**config.mk**
```make
export PLATFORM = sky130hd
export DESIGN_NAME = sram_boundary_scan_tap
export DESIGN_NICKNAME = d
export VERILOG_FILES = /design/src/hdl/sram_tap_pkg.sv /design/src/hdl/sync_stage.sv /design/src/hdl/sram_boundary_scan_tap.sv
export SDC_FILE = /design/constraint.sdc
export NUM_CORES = 1
export LEC_CHECK = 0
export BUFFER_PORTS_ARGS = -buffer_cell sky130_fd_sc_hd__buf_2
export CORE_ASPECT_RATIO = 1.25
export CORE_MARGIN = 1.5
export CORE_UTILIZATION = 60
export DETAILED_ROUTE_END_ITERATION = 6
export GPL_ROUTABILITY_DRIVEN = 0
export PLACE_DENSITY = 0.87
export SETUP_SLACK_MARGIN = 0.5
export SLEW_MARGIN = 20
export SYNTH_ARGS = -nofsm -noshare
export SYNTH_HDL_FRONTEND = slang
export SYNTH_SLANG_ARGS = --single-unit
```
**constraint.sdc**
```tcl
create_clock -name sys_clk -period 6.05 [get_ports sys_clk]
set_input_delay 0.9075 -clock sys_clk [delete_from_list [all_inputs] [get_ports sys_clk]]
set_output_delay 0.9075 -clock sys_clk [all_outputs]
set_load 0.01 [all_outputs]
```
**src/hdl/sram_tap_pkg.sv**
```systemverilog
package sram_tap_pkg;

  localparam int IR_WIDTH        = 3;
  localparam int BSR_WIDTH       = 75;
  localparam int ID_WIDTH        = 32;
  localparam int RESET_TMS_EDGES = 5;

  localparam logic [2:0] INSN_EXT_TEST   = 3'h0;
  localparam logic [2:0] INSN_READ_ID    = 3'h1;
  localparam logic [2:0] INSN_SAMPLE_HIZ = 3'h2;
  localparam logic [2:0] INSN_RESERVED   = 3'h3;
  localparam logic [2:0] INSN_SAMPLE     = 3'h4;
  localparam logic [2:0] INSN_BYPASS     = 3'h7;

  localparam logic [1:0] IR_CAPTURE_PATTERN = 2'h1;
  localparam logic       IR_CAPTURE_TOP     = 1'h0;
  localparam logic       BYPASS_CAPTURE     = 1'h0;

  // Arbitrary neutral identification value; bit 0 marks an identification register.
  localparam logic [31:0] ID_WORD_DEFAULT = 32'h0000_0001;

  typedef enum logic [15:0] {
    TLR        = 16'h0001,
    RUN_IDLE   = 16'h0002,
    SEL_DR     = 16'h0004,
    CAPTURE_DR = 16'h0008,
    SHIFT_DR   = 16'h0010,
    EXIT1_DR   = 16'h0020,
    PAUSE_DR   = 16'h0040,
    EXIT2_DR   = 16'h0080,
    UPDATE_DR  = 16'h0100,
    SEL_IR     = 16'h0200,
    CAPTURE_IR = 16'h0400,
    SHIFT_IR   = 16'h0800,
    EXIT1_IR   = 16'h1000,
    PAUSE_IR   = 16'h2000,
    EXIT2_IR   = 16'h4000,
    UPDATE_IR  = 16'h8000
  } tap_state_t;

  typedef enum logic [2:0] {
    PATH_BYPASS = 3'h1,
    PATH_ID     = 3'h2,
    PATH_RING   = 3'h4
  } data_path_t;

  typedef struct packed {
    logic tck;
    logic tms;
    logic tdi;
  } link_in_t;

  localparam link_in_t LINK_IDLE = '{tck: 1'b0, tms: 1'b1, tdi: 1'b1};

endpackage

```
**src/hdl/sync_stage.sv**
```systemverilog
`timescale 1ns/1ps
module sync_stage #(
  parameter int               WIDTH       = 1,
  parameter logic [WIDTH-1:0] RESET_VALUE = '0
) (
  input  wire logic             sys_clk,
  input  wire logic             rst_n,
  input  wire logic [WIDTH-1:0] din,
  output logic      [WIDTH-1:0] dout
);

  logic [WIDTH-1:0] firstStage;

  // Two flip-flops; only the second stage is visible outside.
  always_ff @(posedge sys_clk) begin
    if (!rst_n) begin
      firstStage <= RESET_VALUE;
      dout       <= RESET_VALUE;
    end else begin
      firstStage <= din;
      dout       <= firstStage;
    end
  end

endmodule

```
**src/hdl/sram_boundary_scan_tap.sv**
```systemverilog
// Operation
// Inputs sampled at test clock rise; serial output changes only at fall.
// Mode select sampled at rise; reads high when left open.
// Serial data enters each register at MSB, leaves at LSB.
// Serial output driven only in shift states, otherwise high impedance.
// Five rising edges with mode select high reach the reset state.
// Power-up reset leaves the serial output in high impedance.
// One data register in the path, chosen by the held instruction.
// Instruction register is three bits, holds identification read after reset.
// Capture-instruction loads pattern 01 into the two lowest bits.
// One-bit bypass register cleared on capture, sole path element.
// 75-bit ring register captures pins, then shifts out.
// Identification read captures a fixed 32-bit word and shifts it out.
// Instructions shift in serially, take effect at update-instruction.
// Three codes are reserved; the controller must not load them. The bench controller loads all eight codes.
// Code 000 captures like sample and forces memory outputs high impedance.
// Sample-high-impedance selects the ring register and forces outputs off.
// Sample captures pin values without disturbing memory operation.
// Update-data under sample changes nothing.
// The port never drives values into the memory; it only observes.
// Test clock at most 10 MHz; sampled signals held stable by controller.
// Codes: 000 ext-test, 001 id, 010 sample-hiz, 011 reserved, 100 sample.
// Standard sixteen-state controller stepped by mode select at each rise.
// Codes 111, 101 and 110 select the bypass register.
`timescale 1ns/1ps
module sram_boundary_scan_tap
  import sram_tap_pkg::*;
#(
  parameter int          BSR_LEN = BSR_WIDTH,
  parameter logic [31:0] ID_WORD = ID_WORD_DEFAULT
) (
  input  wire logic               sys_clk,
  input  wire logic               rst_n,
  input  wire logic               tck,
  input  wire logic               tms,
  input  wire logic               tdi,
  input  wire logic [BSR_LEN-1:0] ioRing,
  output logic                    tdo,
  output logic                    tdoOe,
  output logic                    outputsHighZ
);

  generate
    if (BSR_LEN < 2) begin : g_len_check
      $error("BSR_LEN must be at least two");
    end
  endgenerate

  link_in_t            linkRaw;
  link_in_t            linkSync;
  logic [BSR_LEN-1:0]  ringSync;
  logic                tckPrev;
  logic                tckRise;
  logic                tckFall;
  tap_state_t          state;
  tap_state_t          next_state;
  logic [IR_WIDTH-1:0] irShift;
  logic [IR_WIDTH-1:0] irActive;
  logic                bypassBit;
  logic [ID_WIDTH-1:0] idShift;
  logic [BSR_LEN-1:0]  pinScanChain;
  data_path_t          path;
  logic                next_tdo;

  assign linkRaw = '{tck: tck, tms: tms, tdi: tdi};

  // Pins cross into sys_clk through two flip-flops; idle levels follow the pull-ups.
  sync_stage #(
    .WIDTH       ($bits(link_in_t)),
    .RESET_VALUE (LINK_IDLE)
  ) u_link_sync (
    .sys_clk (sys_clk),
    .rst_n   (rst_n),
    .din     (linkRaw),
    .dout    (linkSync)
  );

  sync_stage #(
    .WIDTH       (BSR_LEN),
    .RESET_VALUE ('0)
  ) u_ring_sync (
    .sys_clk (sys_clk),
    .rst_n   (rst_n),
    .din     (ioRing),
    .dout    (ringSync)
  );

  function automatic tap_state_t tap_next(input tap_state_t cur, input logic m);
    tap_state_t nxt;
    nxt = TLR;
    case (cur)
      TLR:        nxt = m ? TLR : RUN_IDLE;
      RUN_IDLE:   nxt = m ? SEL_DR : RUN_IDLE;
      SEL_DR:     nxt = m ? SEL_IR : CAPTURE_DR;
      CAPTURE_DR: nxt = m ? EXIT1_DR : SHIFT_DR;
      SHIFT_DR:   nxt = m ? EXIT1_DR : SHIFT_DR;
      EXIT1_DR:   nxt = m ? UPDATE_DR : PAUSE_DR;
      PAUSE_DR:   nxt = m ? EXIT2_DR : PAUSE_DR;
      EXIT2_DR:   nxt = m ? UPDATE_DR : SHIFT_DR;
      UPDATE_DR:  nxt = m ? SEL_DR : RUN_IDLE;
      SEL_IR:     nxt = m ? TLR : CAPTURE_IR;
      CAPTURE_IR: nxt = m ? EXIT1_IR : SHIFT_IR;
      SHIFT_IR:   nxt = m ? EXIT1_IR : SHIFT_IR;
      EXIT1_IR:   nxt = m ? UPDATE_IR : PAUSE_IR;
      PAUSE_IR:   nxt = m ? EXIT2_IR : PAUSE_IR;
      EXIT2_IR:   nxt = m ? UPDATE_IR : SHIFT_IR;
      UPDATE_IR:  nxt = m ? SEL_DR : RUN_IDLE;
      default:    nxt = TLR;
    endcase
    return nxt;
  endfunction

  function automatic data_path_t insn_path(input logic [IR_WIDTH-1:0] insn);
    data_path_t p;
    p = PATH_BYPASS;
    case (insn)
      INSN_EXT_TEST, INSN_SAMPLE_HIZ, INSN_SAMPLE: p = PATH_RING;
      INSN_READ_ID:                                p = PATH_ID;
      default:                                     p = PATH_BYPASS;
    endcase
    return p;
  endfunction

  always_ff @(posedge sys_clk) begin
    if (!rst_n) begin
      tckPrev <= 1'b0;
    end else begin
      tckPrev <= linkSync.tck;
    end
  end

  assign tckRise = linkSync.tck & ~tckPrev;
  assign tckFall = ~linkSync.tck & tckPrev;

  assign next_state = tap_next(state, linkSync.tms);

  // Power-up reset and five high mode-select edges both land in TLR.
  always_ff @(posedge sys_clk) begin
    if (!rst_n) begin
      state <= TLR;
    end else if (tckRise) begin
      state <= next_state;
    end
  end

  // Instruction shift register.
  always_ff @(posedge sys_clk) begin
    if (!rst_n) begin
      irShift <= INSN_READ_ID;
    end else if (tckRise) begin
      if (state == CAPTURE_IR) begin
        irShift <= {IR_CAPTURE_TOP, IR_CAPTURE_PATTERN};
      end else if (state == SHIFT_IR) begin
        irShift <= {linkSync.tdi, irShift[IR_WIDTH-1:1]};
      end
    end
  end

  // Held instruction; changes only in TLR or at the falling test clock edge in update-instruction.
  always_ff @(posedge sys_clk) begin
    if (!rst_n) begin
      irActive <= INSN_READ_ID;
    end else if (state == TLR) begin
      irActive <= INSN_READ_ID;
    end else if (tckFall && state == UPDATE_IR) begin
      irActive <= irShift;
    end
  end

  assign path = insn_path(irActive);

  always_ff @(posedge sys_clk) begin
    if (!rst_n) begin
      bypassBit <= BYPASS_CAPTURE;
    end else if (tckRise && path == PATH_BYPASS) begin
      if (state == CAPTURE_DR) begin
        bypassBit <= BYPASS_CAPTURE;
      end else if (state == SHIFT_DR) begin
        bypassBit <= linkSync.tdi;
      end
    end
  end

  always_ff @(posedge sys_clk) begin
    if (!rst_n) begin
      idShift <= '0;
    end else if (tckRise && path == PATH_ID) begin
      if (state == CAPTURE_DR) begin
        idShift <= ID_WORD;
      end else if (state == SHIFT_DR) begin
        idShift <= {linkSync.tdi, idShift[ID_WIDTH-1:1]};
      end
    end
  end

  // Ring register only observes pins; update-data leaves it alone.
  always_ff @(posedge sys_clk) begin
    if (!rst_n) begin
      pinScanChain <= '0;
    end else if (tckRise && path == PATH_RING) begin
      if (state == CAPTURE_DR) begin
        pinScanChain <= ringSync;
      end else if (state == SHIFT_DR) begin
        pinScanChain <= {linkSync.tdi, pinScanChain[BSR_LEN-1:1]};
      end
    end
  end

  always_comb begin
    next_tdo = 1'b0;
    if (state == SHIFT_IR) begin
      next_tdo = irShift[0];
    end else begin
      case (path)
        PATH_RING: next_tdo = pinScanChain[0];
        PATH_ID:   next_tdo = idShift[0];
        default:   next_tdo = bypassBit;
      endcase
    end
  end

  // Serial output is updated only on the falling test clock edge.
  always_ff @(posedge sys_clk) begin
    if (!rst_n) begin
      tdo   <= 1'b0;
      tdoOe <= 1'b0;
    end else if (tckFall) begin
      tdo   <= next_tdo;
      tdoOe <= (state == SHIFT_DR) || (state == SHIFT_IR);
    end
  end

  always_ff @(posedge sys_clk) begin
    if (!rst_n) begin
      outputsHighZ <= 1'b0;
    end else begin
      outputsHighZ <= (irActive == INSN_EXT_TEST) || (irActive == INSN_SAMPLE_HIZ);
    end
  end

  logic [2:0] tmsHighEdges;

  always_ff @(posedge sys_clk) begin
    if (!rst_n) begin
      tmsHighEdges <= '0;
    end else if (tckRise) begin
      if (!linkSync.tms) begin
        tmsHighEdges <= '0;
      end else if (tmsHighEdges != 3'h7) begin
        tmsHighEdges <= tmsHighEdges + 3'h1;
      end
    end
  end
endmodule

```
==> flow_summary.ini, run 1 <==
[power_and_ir_drop]
powerDensity_nw_per_um2 = 329
p_leak_nw = 4.94
ir_worst_vdd_uv = 253

[yosys]
synthArstFlopShare = 0
syn_area_per_cell_um2 = 10.4
yosysWarnings = 0
syn_inst = 961
synth_nets = 1044
ys_seq_area_frac = 0.579
ys_ff_latch = 290
dominantRegCellSynth = dfxtp_1
syn_area_um2 = 10000
netlist-cell-type-count = 53
synth_edf_count = 0

[placed_design]
io_buffer_count = 82
place_ws_ns = 2.94
hpwl_um = 9720
place_inst = 1191

[route]
wl_per_cell_um = 13.7
drc = 0
ant_nets = 0
via_per_inst = 5.36
drtIter0Drc = 452
route.vias.total = 6643
drtPass1Iterations = 5
routed_wl_um = 16900

[global_routing]
grt_overflow_total = 0
grt_pass1_vias = 6215
grt_pass1_wl_um = 28400
grt_max_degree = 203
grt_usage = 0.193
antenna_found_initial = 0

[timing]
whs_ns = 0.410
drv_slew = 0
fmax_mhz = 339
fin_ws_ns = 3.10
hold_violations = 0
tightest_slew_ns = 0.934
setup_viol = 0
rsz0062_at_grt = no
fin_crit_sh = 0.488
skew_ns = 0.0184
relSlewSlack = 0.377
fin_crit_ns = 2.95
fin_setup_tns_ns = 0

[clocking]
clock_latency_ns = 0.52
cts.sink_count = 290
htreeDepth = 1
cts-root-buf = clkbuf_16
hold_buffers = 0
path_clk_slew_ns = 0.06
cts_resized = 0
cts_buffer_depth = 3
tritoncts = done
cts_buffers = 26
postCtsSetupBuffers = 0

[critical_path]
path_max_fanout = 48
cpLargestDelayFamily = simple AND/OR/NAND/NOR gates
crit_path_end_kind = register
cp_num_buf_inv = 1
cpPeakStageDelay_ns = 0.56
crit_path_top_delay_cell = buf_4
crit_required_ns = 6.39
crit_arrival_ns = 3.30
crit_path_start_kind = register
r2r_cells = 6
critical_path_class = reg2reg
path_cells = nor3_1 -> and4_1 -> nand3_4 -> buf_4 -> mux2i_1 -> a21oi_1
crit_cells = 6

[status]
outcome = finished, final reports clean

[cells_and_area]
final_nets = 1086
area_growth_pct = 12.4
antenna_cells = 0
drive_gt1_frac = 0.137
instances_no_fill = 1239
n_fill_cell = 1187

[floorplan]
num_rows = 52
core-area_um2 = 16300
die_width_um = 119
initial_core_util = 0.617
fp.dieArea_um2 = 17500
die_h_um = 148
io_pins = 83

[hold_path]
min_path_type = reg2reg
whs_path_depth = 1

[run]
max_cap_viol_count = 0
==> per-stage QoR <==
step | cell area, um2 | util | total power, W
final | 11300 | 0.694 | 0.00371
after detailed placement | 10400 | 0.639 | 0.00211
after global placement | 10400 | 0.639 | 0.00210
after global routing | 11300 | 0.694 | 0.00384
after CTS | 11300 | 0.693 | 0.00375
after floorplan | 10000 | - | 0.00207
==> state kept, by name, summed over array words and instances (netlist names) <==
register	cells
bypassBit	1
outputsHighZ	1
idShift	32
state	16
irActive	3
u_ring_sync.dout	75
irShift	3
tdo	1
u_ring_sync.firstStage	75
pinScanChain	75
tckPrev	1
tdoOe	1
u_link_sync.dout	3
u_link_sync.firstStage	3
==> worst paths after layout <==
kind	from	endpoint	slack, ns
worst max-delay path	state[8]	pinScanChain[20]	3.10
worst min-delay path	u_link_sync.firstStage[0]	u_link_sync.dout[0]	0.41
worst max register to register	state[8]	pinScanChain[20]	3.10
worst min register to register	u_link_sync.firstStage[0]	u_link_sync.dout[0]	0.41
==> layout by cell type, fill, tap and decap left out, types with 3 or more instances in the layout <==
cell type	n
buf_4	3
nor3_1	5
buf_2	81
inv_1	6
nor2b_1	10
a22oi_1	6
xor2_1	4
o22ai_1	30
clkbuf_8	4
nor4b_1	3
clkbuf_1	5
mux2i_1	79
a21oi_1	83
xnor2_1	4
nand2_1	46
o21ai_0	45
dfxtp_1	290
nor4_2	3
bufinv_16	3
a21boi_0	4
clkinv_2	9
nor2_1	10
ha_1	3
o21ai_1	38
clkbuf_16	27
nand3_1	6
and2_1	159
or3_1	3
nand3b_1	5
nand2b_1	8
==> cells by family (layout without fill, tap and decap cells) <==
group,after synthesis,after routing,synth area share
flip-flops,290,290,0.579
XOR/XNOR,8,8,0.00698
buffers and inverters,78,140,0.0389
AO/OA/AOI/OAI,222,222,0.122
multiplexers,79,79,0.0788
AND/OR/NAND/NOR,281,281,0.171
adder cells (fa/ha/maj),3,3,0.00374
==> synthesized netlist by cell type (5+ instances only) <==
library cell,instances,share of area
mux2i_1,79,0.079
nor2b_1,10,0.0062
o22ai_1,30,0.019
buf_4,12,0.0090
nor2_1,10,0.0037
clkbuf_1,42,0.016
nand3b_1,5,0.0037
o21ai_1,38,0.019
nor3_1,5,0.0025
a21oi_1,83,0.041
and2_1,159,0.099
inv_1,6,0.0022
nand2b_1,8,0.0050
nand2_1,46,0.017
nand3_1,7,0.0035
a22oi_1,6,0.0045
buf_2,12,0.0060
dfxtp_1,290,0.58
buf_6,5,0.0056
o21ai_0,45,0.022
==> layer usage <==
layer,part of all wire,global-route usage
met5,0,0
met4,0.034,0.0831
met3,0.034,0.0278
met2,0.51,0.339
met1,0.42,0.237
==> where the power goes <==
group | total, W | switching [W] | internal [W] | leakage (nW)
clock network | 0.00165 | 0.000665 | 0.000982 | 0.438
registers | 0.00197 | 0.0000132 | 0.00196 | 2.37
logic | 0.0000940 | 0.0000454 | 0.0000486 | 2.13
==> layout make-up <==
type | count | area [um2] | share of cell area
clock buffers | 35 | 736 | 0.0652
clock inverters | 13 | 143 | 0.0126
inverters | 6 | 22.5 | 0.00200
multi-input cells | 593 | 3850 | 0.341
flip-flops and latches | 290 | 5810 | 0.515
well taps | 216 | 270 | 0.0240
repair buffers | 86 | 453 | 0.0402
(Power assumes the default switching activity.)
==> inputs of run 2 (changes only) <==
- ABC_AREA: unset -> 1
- CORE_UTILIZATION: 60 -> 59
- PLACE_DENSITY: 0.87 -> 0.86
- clock period: 6.05 -> 2.8 ns (I/O delays scaled with it)
==> run 2 against run 1 <==
Effect of this change:
- routed wire length rose by 12%
- final area rose by 7.8%
- first-iteration DRC count rose by 12%
- synthesized cell count rose by 52%
- flip-flop and latch count did not move
- global-route usage rose by 1.0 points
- final cell count rose by 41%
- critical endpoint is now pinScanChain[56]
==> flow_summary.ini, run 2 <==
[floorplan]
die_h_um = 154
core-area_um2 = 18000
num_rows = 55
initial_core_util = 0.599
die_width_um = 124
fp.dieArea_um2 = 19100
io_pins = 83

[critical_path]
r2r-start = state[0]
critical_path_class = reg2reg
crit_arrival_ns = 2.50
cp_num_buf_inv = 1
crit_path_end_kind = register
cpPeakStageDelay_ns = 0.33
cpLargestDelayFamily = simple AND/OR/NAND/NOR gates
worstReg2RegEnd = pinScanChain[56]
endpoint = pinScanChain[56]
crit_path_top_delay_cell = dfxtp_1
path_max_fanout = 77
crit_required_ns = 3.19
crit_path_start_kind = register
crit_cells = 9
path_cells = nor2_1 -> nand2_1 -> nor2_1 -> nand2_1 -> nand2_4 -> nand3_4 -> buf_6 -> o21ai_0 -> a21oi_1
crit_path_start = state[0]
ff2ff_setup_slack_ns = 0.70
r2r_cells = 9

[timing]
fin_setup_tns_ns = 0
fin_crit_sh = 0.752
rsz0062_at_grt = no
whs_ns = 0.0625
hold_violations = 0
relSlewSlack = 0.502
drv_slew = 0
fin_crit_ns = 2.10
fmax_mhz = 475
setup_viol = 0
tightest_slew_ns = 0.746
skew_ns = 0.0140

[cells_and_area]
final_nets = 1588
reg_top3 = pinScanChain (75), u_ring_sync.dout (75), u_ring_sync.firstStage (75)
multi_input_area_um2 = 3510
drive_gt1_frac = 0.102
n_fill_cell = 1379
antenna_cells = 0
seqCellArea_um2 = 5810
final_common_cell = nand2_1
area_growth_pct = 13.0
final_cell_mix = nand2_1, dfxtp_1, inv_1, a21oi_1, o21ai_0

[yosys]
ys_seq_area_frac = 0.539
synthArstFlopShare = 0
netlist_top_cells_count = nand2_1, dfxtp_1, inv_1, a21oi_1, o21ai_0
syn_area_per_cell_um2 = 7.39
syn_inst = 1457
yosysMostFrequentCell = nand2_1
dominantRegCellSynth = dfxtp_1
netlist-cell-type-count = 25
synth_nets = 1540
yosysTopAreaCell = dfxtp_1
yosysTopAreaCellShare = 0.539
syn_area_um2 = 10800
synth_area_leaders = dfxtp_1, nand2_1, inv_1, a21oi_1, o21ai_0
synth_edf_count = 0
yosysWarnings = 0
ys_ff_latch = 290

[power_and_ir_drop]
ir_worst_vdd_uv = 693
p_leak_nw = 6.26
finalPower_w = 0.00822
powerDensity_nw_per_um2 = 676

[clocking]
tritoncts = done
path_clk_slew_ns = 0.06
cts.sink_count = 290
htreeDepth = 1
clock_latency_ns = 0.53
cts-root-buf = clkbuf_16
hold_buffers = 0
cts_buffers = 27
cts_buffer_depth = 3

[placed_design]
hpwl_um = 11300
io_buffer_count = 82

[route]
ant_nets = 0
routed_wl_um = 19000
route.vias.total = 8392
drc = 0
drtIter0Drc = 507
drtPass1Iterations = 7
wl_per_cell_um = 10.8
via_per_inst = 4.79

[global_routing]
grt_pass1_vias = 7682
grt_overflow_total = 0
antenna_found_initial = 0
grt_usage = 0.203
grt_pass1_wl_um = 32400
grt_max_degree = 101

[hold_path]
min_path_type = in2reg
min_from = ioRing[24]

[status]
outcome = finished, final reports clean

[run]
max_cap_viol_count = 0
-- run 2: per-layer routing --
| metal | vias up | track usage | share of wire |
|---|---|---|---|
| li1 | 4447 | - | - |
| met1 | 3737 | 0.232 | 0.42 |
| met2 | 169 | 0.380 | 0.51 |
| met3 | 39 | 0.0282 | 0.042 |
| met4 | 0 | 0.0706 | 0.024 |
| met5 | - | 0 | 0 |
-- run 2: worst min path at each step --
stage          slack (ns)                          to  cells past startpoint
5_1_grt              0.05  u_ring_sync.firstStage[37]                      3
3_5_place_dp         0.40        u_ring_sync.dout[57]                      2
6_report             0.06  u_ring_sync.firstStage[24]                      3
4_1_cts              0.05  u_ring_sync.firstStage[20]                      3
2_1_floorplan        0.39         u_link_sync.dout[2]                      2
3_3_place_gp         0.39        u_ring_sync.dout[40]                      2
-- run 2: per-stage QoR --
step	util	instances	setup WS (ns)	area [um2]
3_3_place_gp	0.624	1704	0.698	11200
5_1_grt	0.677	1753	0.508	12200
2_1_floorplan	-	1457	1.14	10800
4_1_cts	0.676	1753	0.543	12100
6_report	0.677	1753	0.696	12200
3_5_place_dp	0.624	1704	0.610	11200
-- run 2: final cells by class --
type / count / area share
multi-input combinational: 804 / 0.289
timing repair buffer: 94 / 0.0453
sequential: 290 / 0.477
inverter: 288 / 0.0893
clock buffer: 36 / 0.0633
clock inverter: 13 / 0.0123
tap: 228 / 0.0235
-- run 2: cell families (layout without fill, tap and decap cells) --
logic type      Yosys count  in the layout  synth area share
compound gates          257            257             0.121
fa+ha+maj                 3              3           0.00349
buf+inv                 363            431             0.135
flops                   290            290             0.539
simple gates            544            544             0.201
-- run 2: report_power, final --
group | switching, W | leakage [nW] | internal (W)
Clock | 0.00150 | 0.458 | 0.00221
Sequential | 0.0000286 | 2.37 | 0.00423
Combinational | 0.000157 | 3.43 | 0.000102
-- run 2: worst reg2reg max path: stages, from the launching register on --
cell and delay [ns]:
dfxtp_1 0.33, nor2_1 0.25, nand2_1 0.18, nor2_1 0.14, nand2_1 0.17, nand2_4 0.21
nand3_4 0.10, buf_6 0.26, o21ai_0 0.24, a21oi_1 0.08
-- run 2: what timing repair did --
| item | in CTS | in global routing |
|---|---|---|
| buffers inserted | 0 | 0 |
| pin swaps | 0 | 0 |
| resized for setup | 1 | 8 |
| setup endpoints to repair | 1 | 89 |
| cloned | 0 | 0 |
==> inputs of run 3 (changes only) <==
- ABC_AREA: 1 -> 0
- clock period: 2.8 -> 2.2 ns (I/O delays scaled with it)
==> run 3 against run 2 <==
Effect of this change:
- clock skew increased by 0.0090 ns
- combinational power increased by 34%
- sequential share of layout area decreased by 2.4 points
- global-route usage increased by 3.6 points
- final cell count decreased by 24%
- via count decreased by 8.6%
- non-clock buffer count increased by 77
- final area increased by 5.8%
- die area decreased by 6.7%
- count of clock-buffer cells in the layout decreased by 1
- clock power increased by 27%
- critical path type unchanged
- critical endpoint is now pinScanChain[74]
- highest routed layer unchanged
==> flow_summary.ini, run 3 (synthesis gave the netlist of run 1 again) <==
[clocking]
htreeDepth = 1
tritoncts = done
cts.sink_count = 290
path_clk_slew_ns = 0.07
cts-root-buf = clkbuf_16
cts_buffers = 27
cts_buffer_depth = 3
clock_latency_ns = 0.54

[route]
routed_wl_um = 25700
route.vias.total = 7670
ant_nets = 0
via_per_inst = 5.77
drtIter0Drc = 750
wl_per_cell_um = 19.3
drc = 0
drtPass1Iterations = 5

[power_and_ir_drop]
p_leak_nw = 5.55
powerDensity_nw_per_um2 = 816
ir_worst_vdd_uv = 648

[hold_path]
min_path_type = in2reg
min_from = ioRing[16]

[cells_and_area]
final_common_cell = dfxtp_1
reg_top3 = pinScanChain (75), u_ring_sync.dout (75), u_ring_sync.firstStage (75)
area_growth_pct = 28.2
drive_gt1_frac = 0.234
final_cell_mix = dfxtp_1, and2_1, buf_2, a21oi_1, mux2i_1
final_nets = 1172
antenna_cells = 0
postLayoutCoreUtil = 0.770

[floorplan]
die_h_um = 149
fp.dieArea_um2 = 17800
die_width_um = 120
io_pins = 83
initial_core_util = 0.600
core-area_um2 = 16700
num_rows = 53

[timing]
drv_slew = 0
whs_ns = 0.00625
hold_violations = 0
fin_setup_tns_ns = 0
fin_crit_ns = 2.10
setup_viol = 0
tightest_slew_ns = 0.757
relSlewSlack = 0.495
skew_ns = 0.0230
fmax_mhz = 476
fin_crit_sh = 0.956
rsz0062_at_grt = yes

[global_routing]
grt_max_degree = 128
grt_overflow_total = 0
antenna_found_initial = 0
grt_pass1_wl_um = 34300
grt_usage = 0.240
grt_pass1_vias = 7022

[critical_path]
crit_path_start_kind = register
path_cells = nor4_4 -> and4_4 -> nand3_4 -> buf_6 -> buf_6 -> mux2i_1 -> nand2_1 -> o211a_1
critical_path_class = reg2reg
crit_path_top_delay_cell = nor4_4
r2r-start = state[9]
cpPeakStageDelay_ns = 0.44
crit_arrival_ns = 2.51
crit_path_end_kind = register
cpMostUsedCell = buf_6
crit_path_start = state[9]
crit_required_ns = 2.61
path_max_fanout = 5

[run]
max_cap_viol_count = 0

[placed_design]
io_buffer_count = 82
hpwl_um = 10200

[status]
outcome = finished, final reports clean
-- run 3: cell types whose count changed in the layout (fill, tap and decap cells not counted), sizes merged, moves of 27 or more --
cell         change
inv            -280
a21oi           -43
dlygate4sd3     +27
mux2i           +79
nand2          -388
o21ai           -37
nor2            -61
buf             +43
o22ai           +30
and2           +159
-- run 3: path summary, 6_finish.rpt --
path	endpoint	slack, ns	cells past startpoint
worst min-delay path	u_ring_sync.firstStage[16]	0.006	2
worst max register to register	pinScanChain[74]	0.1	8
worst min register to register	u_link_sync.dout[1]	0.42	1
worst max-delay path	pinScanChain[74]	0.1	8
-- run 3: cell type report --
| cell class | instances | area [um2] |
|---|---|---|
| Sequential cell | 290 | 5840 |
| Multi-Input combinational cell | 593 | 4190 |
| Fill cell | 974 | 3850 |
| Timing Repair Buffer | 171 | 1640 |
| Clock buffer | 35 | 766 |
| Tap cell | 220 | 275 |
| Clock inverter | 14 | 141 |
| Inverter | 6 | 22.5 |
-- run 3: per-stage QoR --
stage               cells  setup slack [ns]  cell area [um2]  total power, W
CTS                  1310             0.313            12300          0.0104
floorplan             961             0.382            10200         0.00569
global placement     1205             0.182            10600         0.00580
finish               1329            0.0974            12900          0.0105
detailed placement   1205             0.146            10600         0.00581
global route         1329            0.0317            12900          0.0108
-- run 3: what timing repair did --
action                     4_1_cts  5_1_grt
setup endpoints to repair      128      130
cloned                          10        7
buffers inserted                19       12
gates resized for setup         52       58
hold endpoints to repair        27        0
pin swaps                       27       50
hold buffers                    27        0
-- run 3: routing by layer --
layer  vias to the layer above  routed length [um]  global-route usage
li1                       3546                   -                   -
met3                        98                1570              0.0409
met4                         0                1130               0.114
met2                       389               13300               0.425
met1                      3637                9690               0.282
met5                         -                   0                   0
-- run 3: critical path: cells and delay by family, from the launching register on --
kind	cells	cell delay, ns
and+or+nand+nor	4	0.98
DFF	1	0.36
buffers and inverters	2	0.29
muxes	1	0.19
AOI/OAI and AO/OA	1	0.16
-- run 3: power breakdown --
group / internal (W) / total (W) / switching, W
sequential: 0.00538 / 0.00543 / 0.0000472
combinational: 0.000186 / 0.000345 / 0.000160
clock: 0.00271 / 0.00472 / 0.00202
